--- config.mk ---
export PLATFORM = sky130hd
export DESIGN_NAME = pin_wakeup_event_counter
export DESIGN_NICKNAME = d
export VERILOG_FILES = /design/src/hw/wake_pkg.sv /design/src/hw/wake_debounce.sv /design/src/hw/pin_wakeup_event_counter.sv
export SDC_FILE = /design/constraint.sdc
export NUM_CORES = 1
export LEC_CHECK = 0
export ABC_CLOCK_PERIOD_IN_PS = 4900
export BUFFER_PORTS_ARGS = -buffer_cell sky130_fd_sc_hd__buf_2
export CAP_MARGIN = 20
export CORE_MARGIN = 5
export CORE_UTILIZATION = 60
export CTS_BUF_LIST = sky130_fd_sc_hd__clkbuf_2
export DETAILED_ROUTE_END_ITERATION = 10
export HOLD_SLACK_MARGIN = 0.03
export MAX_ROUTING_LAYER = met4
export PLACE_DENSITY_LB_ADDON = 0.12
export SYNTH_ARGS = -nofsm -noshare
export SYNTH_HDL_FRONTEND = slang
export SYNTH_SLANG_ARGS = --single-unit
--- constraint.sdc ---
create_clock -name clk -period 4.9 [get_ports clk]
set_input_delay 0.49 -clock clk [delete_from_list [all_inputs] [get_ports clk]]
set_output_delay 0.49 -clock clk [all_outputs]
set_load 0.03 [all_outputs]
--- src/hw/wake_pkg.sv ---
// constants, register map and field layout of the pin wakeup event counter
package wake_pkg;
  // bus widths
  localparam int ADDR_W = 32;
  localparam int DATA_W = 16;
  // register offsets
  localparam logic [ADDR_W-1:0] CTRL_OFS = 32'h5000_0100;
  localparam logic [ADDR_W-1:0] COMPARE_OFS = 32'h5000_0102;
  localparam logic [ADDR_W-1:0] IRQ_ACK_OFS = 32'h5000_0104;
  localparam logic [ADDR_W-1:0] COUNT_OFS = 32'h5000_0106;
  localparam logic [ADDR_W-1:0] COUNT_CLEAR_OFS = 32'h5000_0108;
  localparam logic [ADDR_W-1:0] SEL0_OFS = 32'h5000_010A;
  localparam logic [ADDR_W-1:0] SEL1_OFS = 32'h5000_010C;
  localparam logic [ADDR_W-1:0] SEL2_OFS = 32'h5000_010E;
  localparam logic [ADDR_W-1:0] SEL3_OFS = 32'h5000_0110;
  localparam logic [ADDR_W-1:0] POL0_OFS = 32'h5000_0112;
  localparam logic [ADDR_W-1:0] POL1_OFS = 32'h5000_0114;
  localparam logic [ADDR_W-1:0] POL2_OFS = 32'h5000_0116;
  localparam logic [ADDR_W-1:0] POL3_OFS = 32'h5000_0118;
  localparam logic [ADDR_W-1:0] STATUS_OFS = 32'h5000_011A;
  localparam logic [ADDR_W-1:0] STATUS_CLEAR_OFS = 32'h5000_011C;
  localparam logic [ADDR_W-1:0] STATUS_ENABLE_OFS = 32'h5000_011E;
  // pin counts per port and their place in the packed pin vector
  localparam int P0_W = 8;
  localparam int P1_W = 6;
  localparam int P2_W = 10;
  localparam int P3_W = 8;
  localparam int P0_LSB = 0;
  localparam int P1_LSB = 8;
  localparam int P2_LSB = 14;
  localparam int P3_LSB = 24;
  localparam int PIN_W = 32;
  // the emulated key rides on one extra bit above the pins
  localparam int KEY_BIT = 32;
  localparam int SRC_W = 33;
  // control register fields
  localparam int CTRL_IRQ_EN_BIT = 7;
  localparam int CTRL_SOFT_KEY_BIT = 6;
  localparam int DEB_W = 6;
  localparam int DEB_LSB = 0;
  localparam int COUNT_W = 8;
  // status bits
  localparam int STAT_W = 2;
  localparam int STAT_REACHED_BIT = 0;
  localparam int STAT_EVENT_BIT = 1;
  // reset values
  localparam logic [DEB_W-1:0] DEB_RST = 6'h00;
  localparam logic CTRL_BIT_RST = 1'b0;
  localparam logic [COUNT_W-1:0] COMPARE_RST = 8'h00;
  localparam logic [COUNT_W-1:0] COUNT_RST = 8'h00;
  localparam logic [PIN_W-1:0] SEL_RST = 32'h0000_0000;
  localparam logic [PIN_W-1:0] POL_RST = 32'h0000_0000;
  localparam logic [STAT_W-1:0] STATUS_RST = 2'h0;
  localparam logic [STAT_W-1:0] STATUS_EN_RST = 2'h0;
  localparam logic [DATA_W-1:0] RDATA_RST = 16'h0000;
  // timing: one debounce step is one millisecond
  localparam int CLK_PERIOD_NS = 25;
  localparam int DEB_STEP_NS = 1000000;
  localparam int MS_CYCLES = DEB_STEP_NS / CLK_PERIOD_NS;
  localparam int MS_CNT_W = 16;
endpackage

--- src/hw/wake_debounce.sv ---
// group debouncer: passes the source vector on once it has been still long enough
`timescale 1ns/100ps
`default_nettype none
module wake_debounce
  import wake_pkg::*;
#(
  parameter int unsigned MS_CYCLES_P = MS_CYCLES
) (
  input wire logic clk,
  input wire logic srst,
  input wire logic ce,
  input wire logic [DEB_W-1:0] deb_ms,
  input wire logic [SRC_W-1:0] raw,
  output logic [SRC_W-1:0] clean
);
  logic [SRC_W-1:0] last_q, last_d; // raw vector one cycle ago
  logic [MS_CNT_W-1:0] cyc_q, cyc_d; // cycles inside the current millisecond
  logic [DEB_W-1:0] still_q, still_d; // whole milliseconds without change
  logic [SRC_W-1:0] clean_q, clean_d; // filtered vector

  // the whole vector shares one timer: a bouncing pin delays the others,
  // traded for one counter instead of thirty-three
  always_comb begin
    last_d = raw;
    cyc_d = cyc_q;
    still_d = still_q;
    clean_d = clean_q;
    if (raw != last_q) begin
      // any change restarts the wait
      cyc_d = '0;
      still_d = '0;
    end else if (still_q != {DEB_W{1'b1}}) begin
      if (cyc_q == MS_CNT_W'(MS_CYCLES_P - 1)) begin
        cyc_d = '0;
        still_d = still_q + 1'b1;
      end else begin
        cyc_d = cyc_q + 1'b1;
      end
    end
    if (deb_ms == DEB_RST) begin
      // debouncing off: follow the input with one cycle of delay
      clean_d = raw; // RL10
    end else if (raw == last_q && still_q >= deb_ms) begin
      clean_d = raw; // RL10
    end
  end

  // registers, frozen while the clock enable is low
  always_ff @(posedge clk) begin
    if (srst) begin
      last_q <= '0;
      cyc_q <= '0;
      still_q <= '0;
      clean_q <= '0;
    end else if (ce) begin
      last_q <= last_d;
      cyc_q <= cyc_d;
      still_q <= still_d;
      clean_q <= clean_d;
    end
  end

  assign clean = clean_q;
endmodule // wake_debounce
`default_nettype wire

--- src/hw/pin_wakeup_event_counter.sv ---
// pin wakeup event counter with register port and masked interrupt
//
// Notes on behaviour
// RL1 - count register shows eight-bit count, upper zero
// RL2 - interrupt acknowledge clears the event count
// RL3 - any write to count clear zeroes count
// RL4 - ports 0 and 3: eight select bits
// RL5 - port 1: six select bits
// RL6 - port 2: ten select bits
// RL7 - unselected pins never touch the counter
// RL8 - polarity zero counts rising, one counts falling
// RL9 - enabled compare match raises wakeup interrupt
// RL10 - debounce zero off, else N milliseconds stable
// RL11 - software key bit rising counts one event
// RL12 - acknowledge write clears interrupt, reads zero; here it clears only the reached bit, an enabled event bit keeps irq high
// RL13 - synchronise pins, at most one count per cycle
//
// The address-and-strobe port was decided locally.
`timescale 1ns/100ps
`default_nettype none
module pin_wakeup_event_counter
  import wake_pkg::*;
#(
  parameter int unsigned MS_CYCLES_P = MS_CYCLES // cycles per debounce millisecond
) (
  input wire logic clk,
  input wire logic srst,
  input wire logic ce,
  input wire logic [ADDR_W-1:0] addr,
  input wire logic [DATA_W-1:0] wdata,
  input wire logic wr,
  input wire logic rd,
  output logic [DATA_W-1:0] rdata,
  input wire logic [P0_W-1:0] port0_pins,
  input wire logic [P1_W-1:0] port1_pins,
  input wire logic [P2_W-1:0] port2_pins,
  input wire logic [P3_W-1:0] port3_pins,
  output logic irq
);
  // configuration registers
  logic wake_interrupt_enable_q, wake_interrupt_enable_d; // compare match may raise the wakeup flag
  logic software_key_emulation_q, software_key_emulation_d; // emulated key level
  logic [DEB_W-1:0] debounce_milliseconds_q, debounce_milliseconds_d; // debounce length
  logic [COUNT_W-1:0] event_compare_value_q, event_compare_value_d; // target count
  logic [P0_W-1:0] port0_source_enables_q, port0_source_enables_d;
  logic [P1_W-1:0] port1_source_enables_q, port1_source_enables_d;
  logic [P2_W-1:0] port2_source_enables_q, port2_source_enables_d;
  logic [P3_W-1:0] port3_source_enables_q, port3_source_enables_d;
  logic [P0_W-1:0] port0_edge_polarity_q, port0_edge_polarity_d;
  logic [P1_W-1:0] port1_edge_polarity_q, port1_edge_polarity_d;
  logic [P2_W-1:0] port2_edge_polarity_q, port2_edge_polarity_d;
  logic [P3_W-1:0] port3_edge_polarity_q, port3_edge_polarity_d;
  logic [STAT_W-1:0] status_enable_q, status_enable_d; // interrupt mask

  // counting state
  logic [COUNT_W-1:0] count_q, count_d; // running event count
  logic [STAT_W-1:0] status_q, status_d; // sticky events
  logic [DATA_W-1:0] rdata_q, rdata_d; // read answer, valid one cycle after rd

  // write decode
  logic count_clear_strobe; // write to the count clear register
  logic interrupt_acknowledge; // write to the interrupt reset register
  logic status_clear_wr; // write to the status clear register

  // pin path
  logic [PIN_W-1:0] pins_raw; // ports packed, port 0 lowest
  logic [PIN_W-1:0] sync1_q; // first synchroniser stage, read only by sync2_q
  logic [PIN_W-1:0] sync2_q; // second synchroniser stage
  logic [SRC_W-1:0] src_raw; // synchronised pins plus emulated key
  logic [SRC_W-1:0] src_clean; // debounced sources
  logic [SRC_W-1:0] src_prev_q; // debounced sources one cycle ago
  logic [PIN_W-1:0] sel_all; // select bits packed like the pins
  logic [PIN_W-1:0] pol_all; // polarity bits packed like the pins
  logic [PIN_W-1:0] pin_hit; // per pin qualifying edge this cycle
  logic key_hit; // emulated key went to one
  logic event_now; // count one event this cycle
  logic [COUNT_W-1:0] count_inc; // count after this event

  assign pins_raw = {port3_pins, port2_pins, port1_pins, port0_pins};
  assign sel_all = {port3_source_enables_q, port2_source_enables_q, port1_source_enables_q,
                    port0_source_enables_q};
  assign pol_all = {port3_edge_polarity_q, port2_edge_polarity_q, port1_edge_polarity_q,
                    port0_edge_polarity_q};

  // write strobes that carry no stored data; only the status clear uses the written value
  assign count_clear_strobe = wr && (addr == COUNT_CLEAR_OFS); // RL3
  assign interrupt_acknowledge = wr && (addr == IRQ_ACK_OFS); // RL12
  assign status_clear_wr = wr && (addr == STATUS_CLEAR_OFS);

  // two-stage synchroniser on every pin; the pins may be asynchronous keys
  always_ff @(posedge clk) begin
    if (srst) begin
      sync1_q <= '0;
      sync2_q <= '0;
    end else if (ce) begin
      sync1_q <= pins_raw; // RL13
      sync2_q <= sync1_q; // RL13
    end
  end

  assign src_raw = {software_key_emulation_q, sync2_q};

  // debouncing of pins and emulated key together
  wake_debounce #(
    .MS_CYCLES_P(MS_CYCLES_P)
  ) u_debounce (
    .clk(clk),
    .srst(srst),
    .ce(ce),
    .deb_ms(debounce_milliseconds_q),
    .raw(src_raw),
    .clean(src_clean)
  );

  // previous debounced value for edge detection
  always_ff @(posedge clk) begin
    if (srst) begin
      src_prev_q <= '0;
    end else if (ce) begin
      src_prev_q <= src_clean;
    end
  end

  // per pin edge qualification: select gates, polarity picks the edge
  for (genvar i = 0; i < PIN_W; i++) begin : g_pin
    assign pin_hit[i] = sel_all[i] && // RL7
                        (pol_all[i] ? (!src_clean[i] && src_prev_q[i]) // RL8
                                    : (src_clean[i] && !src_prev_q[i])); // RL8
  end

  // the emulated key counts on its debounced rising edge only, so software
  // must drop the bit before the next hit is seen
  assign key_hit = src_clean[KEY_BIT] && !src_prev_q[KEY_BIT]; // RL11

  // many simultaneous edges still make one count
  assign event_now = (|pin_hit) || key_hit; // RL13
  assign count_inc = count_q + 1'b1;

  // next values of the configuration registers
  always_comb begin
    wake_interrupt_enable_d = wake_interrupt_enable_q;
    software_key_emulation_d = software_key_emulation_q;
    debounce_milliseconds_d = debounce_milliseconds_q;
    event_compare_value_d = event_compare_value_q;
    port0_source_enables_d = port0_source_enables_q;
    port1_source_enables_d = port1_source_enables_q;
    port2_source_enables_d = port2_source_enables_q;
    port3_source_enables_d = port3_source_enables_q;
    port0_edge_polarity_d = port0_edge_polarity_q;
    port1_edge_polarity_d = port1_edge_polarity_q;
    port2_edge_polarity_d = port2_edge_polarity_q;
    port3_edge_polarity_d = port3_edge_polarity_q;
    status_enable_d = status_enable_q;
    if (wr) begin
      unique case (addr)
        CTRL_OFS: begin
          wake_interrupt_enable_d = wdata[CTRL_IRQ_EN_BIT];
          software_key_emulation_d = wdata[CTRL_SOFT_KEY_BIT]; // RL11
          debounce_milliseconds_d = wdata[DEB_LSB +: DEB_W]; // RL10
        end
        COMPARE_OFS: event_compare_value_d = wdata[COUNT_W-1:0];
        SEL0_OFS: port0_source_enables_d = wdata[P0_W-1:0]; // RL4
        SEL1_OFS: port1_source_enables_d = wdata[P1_W-1:0]; // RL5
        SEL2_OFS: port2_source_enables_d = wdata[P2_W-1:0]; // RL6
        SEL3_OFS: port3_source_enables_d = wdata[P3_W-1:0]; // RL4
        POL0_OFS: port0_edge_polarity_d = wdata[P0_W-1:0]; // RL8
        POL1_OFS: port1_edge_polarity_d = wdata[P1_W-1:0]; // RL8
        POL2_OFS: port2_edge_polarity_d = wdata[P2_W-1:0]; // RL8
        POL3_OFS: port3_edge_polarity_d = wdata[P3_W-1:0]; // RL8
        STATUS_ENABLE_OFS: status_enable_d = wdata[STAT_W-1:0];
        default: begin
          // read-only, write-only strobes and unmapped addresses store nothing
        end
      endcase
    end
  end

  // configuration registers
  always_ff @(posedge clk) begin
    if (srst) begin
      wake_interrupt_enable_q <= CTRL_BIT_RST;
      software_key_emulation_q <= CTRL_BIT_RST;
      debounce_milliseconds_q <= DEB_RST;
      event_compare_value_q <= COMPARE_RST;
      port0_source_enables_q <= SEL_RST[P0_LSB +: P0_W];
      port1_source_enables_q <= SEL_RST[P1_LSB +: P1_W];
      port2_source_enables_q <= SEL_RST[P2_LSB +: P2_W];
      port3_source_enables_q <= SEL_RST[P3_LSB +: P3_W];
      port0_edge_polarity_q <= POL_RST[P0_LSB +: P0_W];
      port1_edge_polarity_q <= POL_RST[P1_LSB +: P1_W];
      port2_edge_polarity_q <= POL_RST[P2_LSB +: P2_W];
      port3_edge_polarity_q <= POL_RST[P3_LSB +: P3_W];
      status_enable_q <= STATUS_EN_RST;
    end else if (ce) begin
      wake_interrupt_enable_q <= wake_interrupt_enable_d;
      software_key_emulation_q <= software_key_emulation_d;
      debounce_milliseconds_q <= debounce_milliseconds_d;
      event_compare_value_q <= event_compare_value_d;
      port0_source_enables_q <= port0_source_enables_d;
      port1_source_enables_q <= port1_source_enables_d;
      port2_source_enables_q <= port2_source_enables_d;
      port3_source_enables_q <= port3_source_enables_d;
      port0_edge_polarity_q <= port0_edge_polarity_d;
      port1_edge_polarity_q <= port1_edge_polarity_d;
      port2_edge_polarity_q <= port2_edge_polarity_d;
      port3_edge_polarity_q <= port3_edge_polarity_d;
      status_enable_q <= status_enable_d;
    end
  end

  // next count and sticky status
  always_comb begin
    count_d = count_q;
    status_d = status_q;
    if (count_clear_strobe || interrupt_acknowledge) begin
      // an event in the clearing cycle survives as a count of one
      count_d = event_now ? {{(COUNT_W-1){1'b0}}, 1'b1} : COUNT_RST; // RL2 RL3
    end else if (event_now) begin
      count_d = count_inc; // wraps past full scale
    end
    // clears first, so that a set in the same cycle wins
    if (interrupt_acknowledge) begin
      status_d[STAT_REACHED_BIT] = 1'b0; // RL12
    end
    if (status_clear_wr) begin
      status_d = status_d & ~wdata[STAT_W-1:0];
    end
    if (event_now) begin
      status_d[STAT_EVENT_BIT] = 1'b1;
    end
    // match is judged on the value the count moves to
    if (event_now && wake_interrupt_enable_q && count_d == event_compare_value_q) begin
      status_d[STAT_REACHED_BIT] = 1'b1; // RL9
    end
  end

  // counting registers
  always_ff @(posedge clk) begin
    if (srst) begin
      count_q <= COUNT_RST;
      status_q <= STATUS_RST;
    end else if (ce) begin
      count_q <= count_d;
      status_q <= status_d;
    end
  end

  // read answer; write-only registers and unmapped addresses give zero
  always_comb begin
    rdata_d = RDATA_RST;
    if (rd) begin
      unique case (addr)
        CTRL_OFS: begin
          rdata_d[CTRL_IRQ_EN_BIT] = wake_interrupt_enable_q;
          rdata_d[CTRL_SOFT_KEY_BIT] = software_key_emulation_q;
          rdata_d[DEB_LSB +: DEB_W] = debounce_milliseconds_q;
        end
        COMPARE_OFS: rdata_d = DATA_W'(event_compare_value_q);
        COUNT_OFS: rdata_d = DATA_W'(count_q); // RL1
        SEL0_OFS: rdata_d = DATA_W'(port0_source_enables_q);
        SEL1_OFS: rdata_d = DATA_W'(port1_source_enables_q);
        SEL2_OFS: rdata_d = DATA_W'(port2_source_enables_q);
        SEL3_OFS: rdata_d = DATA_W'(port3_source_enables_q);
        POL0_OFS: rdata_d = DATA_W'(port0_edge_polarity_q);
        POL1_OFS: rdata_d = DATA_W'(port1_edge_polarity_q);
        POL2_OFS: rdata_d = DATA_W'(port2_edge_polarity_q);
        POL3_OFS: rdata_d = DATA_W'(port3_edge_polarity_q);
        STATUS_OFS: rdata_d = DATA_W'(status_q);
        STATUS_ENABLE_OFS: rdata_d = DATA_W'(status_enable_q);
        default: rdata_d = RDATA_RST; // acknowledge, clears and unmapped read zero
      endcase
    end
  end

  // read data stands only in the cycle after the strobe
  always_ff @(posedge clk) begin
    if (srst) begin
      rdata_q <= RDATA_RST;
    end else if (ce) begin
      rdata_q <= rdata_d;
    end
  end

  assign rdata = rdata_q;
  // level interrupt while any enabled sticky bit is set
  assign irq = |(status_q & status_enable_q); // RL9
endmodule // pin_wakeup_event_counter
`default_nettype wire

==> flow_results.xml <==
<?xml version="1.0" encoding="UTF-8"?>
<metrics>
  <group name="run_status">
    <metric name="outcome" unit="">complete, no violations</metric>
  </group>
  <group name="clock_network">
    <metric name="clockBufferDepth" unit="">3</metric>
    <metric name="clock_sinks" unit="">287</metric>
    <metric name="postCtsSetupRepairBufs" unit="">0</metric>
    <metric name="clk_pin_slew_worst_paths" unit="ns">0.11</metric>
    <metric name="postCtsHoldBufs" unit="">43</metric>
    <metric name="cts-buffers-inserted" unit="">75</metric>
    <metric name="htree_num_levels" unit="">3</metric>
    <metric name="insertion_delay" unit="ns">0.85</metric>
    <metric name="clock-root-buffer" unit="">clkbuf_2</metric>
    <metric name="quantity_of_gates_resized_following_cts" unit="">0</metric>
    <metric name="tritoncts" unit="">yes</metric>
  </group>
  <group name="detailed_routing">
    <metric name="wire_per_inst" unit="µm">18.1</metric>
    <metric name="wl" unit="µm">36100</metric>
    <metric name="detail_route.drc_violations" unit="">0</metric>
    <metric name="route.detailed.vias_per_inst" unit="">5.85</metric>
    <metric name="drt_pass1_iterations" unit="">6</metric>
    <metric name="drt.antenna.violating_nets" unit="">0</metric>
    <metric name="routed-via-count" unit="">11700</metric>
    <metric name="drt-initial-drc-count" unit="">912</metric>
  </group>
  <group name="global_route">
    <metric name="grt_max_degree" unit="">102</metric>
    <metric name="grt_antenna_before_repair" unit="">1</metric>
    <metric name="gr-usage-all-layers" unit="%">29.3</metric>
    <metric name="first_pass_grt_wire_length" unit="µm">57100</metric>
    <metric name="grt.overflow.total" unit="">0</metric>
    <metric name="grt_pass1_vias" unit="">10900</metric>
  </group>
  <group name="placed_design">
    <metric name="dp_hpwl" unit="µm">24300</metric>
    <metric name="port_buffers" unit="">89</metric>
    <metric name="placed_cell_area" unit="mm²">0.0137</metric>
    <metric name="gp_congestion" unit="">0.983</metric>
  </group>
  <group name="timing">
    <metric name="rsz0062_at_grt" unit="">false</metric>
    <metric name="worst-slew-pin-transition" unit="ns">1.04</metric>
    <metric name="finClkSkew" unit="ns">0.0647</metric>
    <metric name="finalHoldViolCount" unit="">0</metric>
    <metric name="fin_crit_sh" unit="%">67.4</metric>
    <metric name="fin_setup_tns" unit="ns">0</metric>
    <metric name="setup_viol" unit="">0</metric>
    <metric name="max-slew-margin-rel" unit="%">31.0</metric>
    <metric name="clock.fmax" unit="MHz">303</metric>
    <metric name="drv_slew" unit="">0</metric>
    <metric name="layout_min_cycle_time" unit="ns">3.30</metric>
  </group>
  <group name="worst_setup_path">
    <metric name="worstSetupEndpointType" unit="">register</metric>
    <metric name="worstPathMaxFanout" unit="">11</metric>
    <metric name="timing.critical_path.arrival" unit="ns">4.04</metric>
    <metric name="crit_path_start" unit="">u_debounce.clean[18]$_SDFFE_PP0P_</metric>
    <metric name="worstReg2RegStart" unit="">u_debounce.clean[18]$_SDFFE_PP0P_</metric>
    <metric name="timing_worst_setup_path_type" unit="">register to register</metric>
    <metric name="timing.critical_path.required" unit="ns">5.63</metric>
    <metric name="startpoint_type" unit="">register</metric>
  </group>
  <group name="min_path">
    <metric name="hold_class" unit="">input port to register</metric>
    <metric name="timing.hold.worst.start" unit="">srst</metric>
  </group>
  <group name="synthesis">
    <metric name="synth_cell_types" unit="">72</metric>
    <metric name="asyncSetResetFlopFracSynth" unit="%">0</metric>
    <metric name="syn-instance-count" unit="">1534</metric>
    <metric name="syn_avg_cell_area" unit="µm²">8.58</metric>
    <metric name="synth.yosys.warnings" unit="">0</metric>
    <metric name="synth_enable_flop_cells" unit="">0</metric>
    <metric name="synth-seq-area-share" unit="%">43.7</metric>
    <metric name="mappedNetlistArea" unit="mm²">0.0132</metric>
    <metric name="synth_register_bits" unit="">287</metric>
    <metric name="most_used_flip_flop_cell_after_synthesis" unit="">dfxtp_1</metric>
  </group>
  <group name="floorplan">
    <metric name="pin_count" unit="">102</metric>
    <metric name="die_height" unit="µm">158</metric>
    <metric name="die_width" unit="µm">158</metric>
    <metric name="core-area" unit="mm²">0.0217</metric>
    <metric name="die_outline_area" unit="mm²">0.0250</metric>
    <metric name="initial_core_util" unit="%">60.7</metric>
    <metric name="rows" unit="">54</metric>
  </group>
  <group name="layout">
    <metric name="design.final.nets" unit="">1754</metric>
    <metric name="area_growth_syn_to_layout" unit="%">12.2</metric>
    <metric name="filler_cell_count" unit="">1839</metric>
    <metric name="final_common_cell" unit="">dfxtp_1</metric>
    <metric name="share_of_layout_cells_above_drive_strength_1" unit="%">14.2</metric>
    <metric name="postLayoutCellArea" unit="mm²">0.0148</metric>
    <metric name="layout.cells.most_common_list" unit="">dfxtp_1, nor2_1, nand2_1</metric>
  </group>
  <group name="power_and_ir_drop">
    <metric name="power_density" unit="mW/mm²">291</metric>
    <metric name="maximum_vdd_drop" unit="µV">234</metric>
    <metric name="leakagePower" unit="nW">5.74</metric>
    <metric name="report.power.total" unit="mW">4.29</metric>
  </group>
  <group name="run">
    <metric name="drv_cap" unit="">0</metric>
  </group>
</metrics>
final timing paths:
path	to	slack, ns	cells past startpoint
worst max-delay path	status_q[0]$_SDFFE_PP0P_	1.60	9
worst max register to register	status_q[0]$_SDFFE_PP0P_	1.60	9
worst min register to register	rdata[8]$_SDFFE_PP0P_	0.47	2
worst min-delay path	port1_source_enables_q[4]$_SDFFE_PP0P_	0.23	2
layer usage:
metal	GRT usage, %	vias to the layer above	part of all wire (%)
li1	-	5660	-
met1	37.3	5528	43
met2	45.5	377	47
met3	5.00	96	5.8
met4	14.2	0	4.0
met5	-	-	0
kinds of logic (layout without fill, tap and decap cells):
logic type	after synthesis	count (layout)	synth area share, %
muxes	162	162	12.7
buffers and inverters	112	286	3.45
other	1	7	0.0285
xor gates and xnor gates	55	55	3.66
and+or+nand+nor	622	622	22.8
DFF	287	287	43.7
AOI/OAI and AO/OA	286	286	12.8
adders and majority gates	9	9	0.856
final cells by class:
type                       instances  area [µm²]  share of cell area [%]
multi-input combinational       1140        7000                    47.4
clock inverter                    21         106                   0.720
tap                              280         350                    2.37
sequential                       287        5750                    38.9
antenna                            1        2.50                  0.0169
clock buffer                     109         546                    3.69
inverter                          17        63.8                   0.432
timing repair buffer             139         953                    6.46
cells in the mapped netlist (3+ instances only):
| master | number | area [µm²] |
|---|---|---|
| inv_1 | 16 | 60.1 |
| a22o_1 | 6 | 52.6 |
| nor2b_1 | 7 | 43.8 |
| xor2_1 | 18 | 158 |
| nand4b_1 | 3 | 26.3 |
| nor4bb_1 | 7 | 70.1 |
| a21o_1 | 5 | 37.5 |
| a21oi_1 | 125 | 626 |
| or2_2 | 4 | 25.0 |
| nor3b_1 | 16 | 120 |
| nand2_1 | 195 | 732 |
| xnor2_1 | 37 | 324 |
| dfxtp_1 | 287 | 5750 |
| a221oi_1 | 3 | 26.3 |
| nor2_2 | 4 | 25.0 |
| a22oi_1 | 22 | 165 |
| mux2i_1 | 155 | 1550 |
| and4b_1 | 6 | 60.1 |
| nand3_1 | 56 | 280 |
| buf_1 | 12 | 45.0 |
| o21ai_0 | 79 | 395 |
| nand3b_1 | 3 | 22.5 |
| nor4_1 | 6 | 37.5 |
| clkbuf_1 | 73 | 274 |
| o22ai_1 | 9 | 56.3 |
| and2_1 | 5 | 31.3 |
| nand2b_1 | 13 | 81.3 |
| buf_2 | 3 | 15.0 |
| ha_1 | 9 | 113 |
| mux4_2 | 3 | 67.6 |
| mux2_2 | 3 | 33.8 |
| or3_1 | 8 | 50.1 |
| nand4_1 | 20 | 125 |
| and3b_1 | 14 | 123 |
| a222oi_1 | 8 | 80.1 |
| nor2_1 | 212 | 796 |
| and3_1 | 7 | 43.8 |
| nor3_2 | 3 | 30.0 |
| a32oi_1 | 3 | 26.3 |
| nor3_1 | 16 | 80.1 |
| a31oi_1 | 4 | 25.0 |
| o211ai_1 | 6 | 45.0 |
| buf_4 | 6 | 45.0 |
where the power goes:
part | internal [mW] | switching, mW
logic | 0.126 | 0.188
registers | 2.37 | 0.0310
clock network | 0.602 | 0.975
total | 3.10 | 1.19
metrics by stage:
| stage | setup slack (ns) | hold slack, ns | util [%] | instances |
|---|---|---|---|---|
| 5_1_grt | 1.36 | 0.175 | 68.1 | 1994 |
| 6_report | 1.60 | 0.230 | 68.1 | 1994 |
| 3_5_place_dp | 1.51 | 0.459 | 63.0 | 1819 |
| 3_3_place_gp | 1.58 | 0.451 | 63.0 | 1819 |
| 4_1_cts | 1.64 | 0.149 | 68.0 | 1992 |
| 2_1_floorplan | 2.43 | 0.439 | - | 1539 |
worst max-delay path: stages, from the launching register on:
cell and delay, ns:
dfxtp_1 0.40, and3b_1 0.19, o21ai_0 0.31, nand4_1 0.18, nor4_2 0.71, nand3_1 0.55
o211ai_1 0.32, o21ai_0 0.14, o2111ai_1 0.29, o21ai_1 0.09
flip-flops by register name (all words and copies together) (netlist names), 6 cells and up:
signal	flops
count_q	8
debounce_milliseconds_q	6
event_compare_value_q	8
port0_edge_polarity_q	8
port0_source_enables_q	8
port1_edge_polarity_q	6
port1_source_enables_q	6
port2_edge_polarity_q	10
port2_source_enables_q	10
port3_edge_polarity_q	8
port3_source_enables_q	8
rdata	10
src_prev_q	33
sync1_q	32
sync2_q	32
u_debounce.clean	33
u_debounce.cyc_q	16
u_debounce.last_q	33
u_debounce.still_q	6
Note: power is estimated with default switching activity, not from simulation.
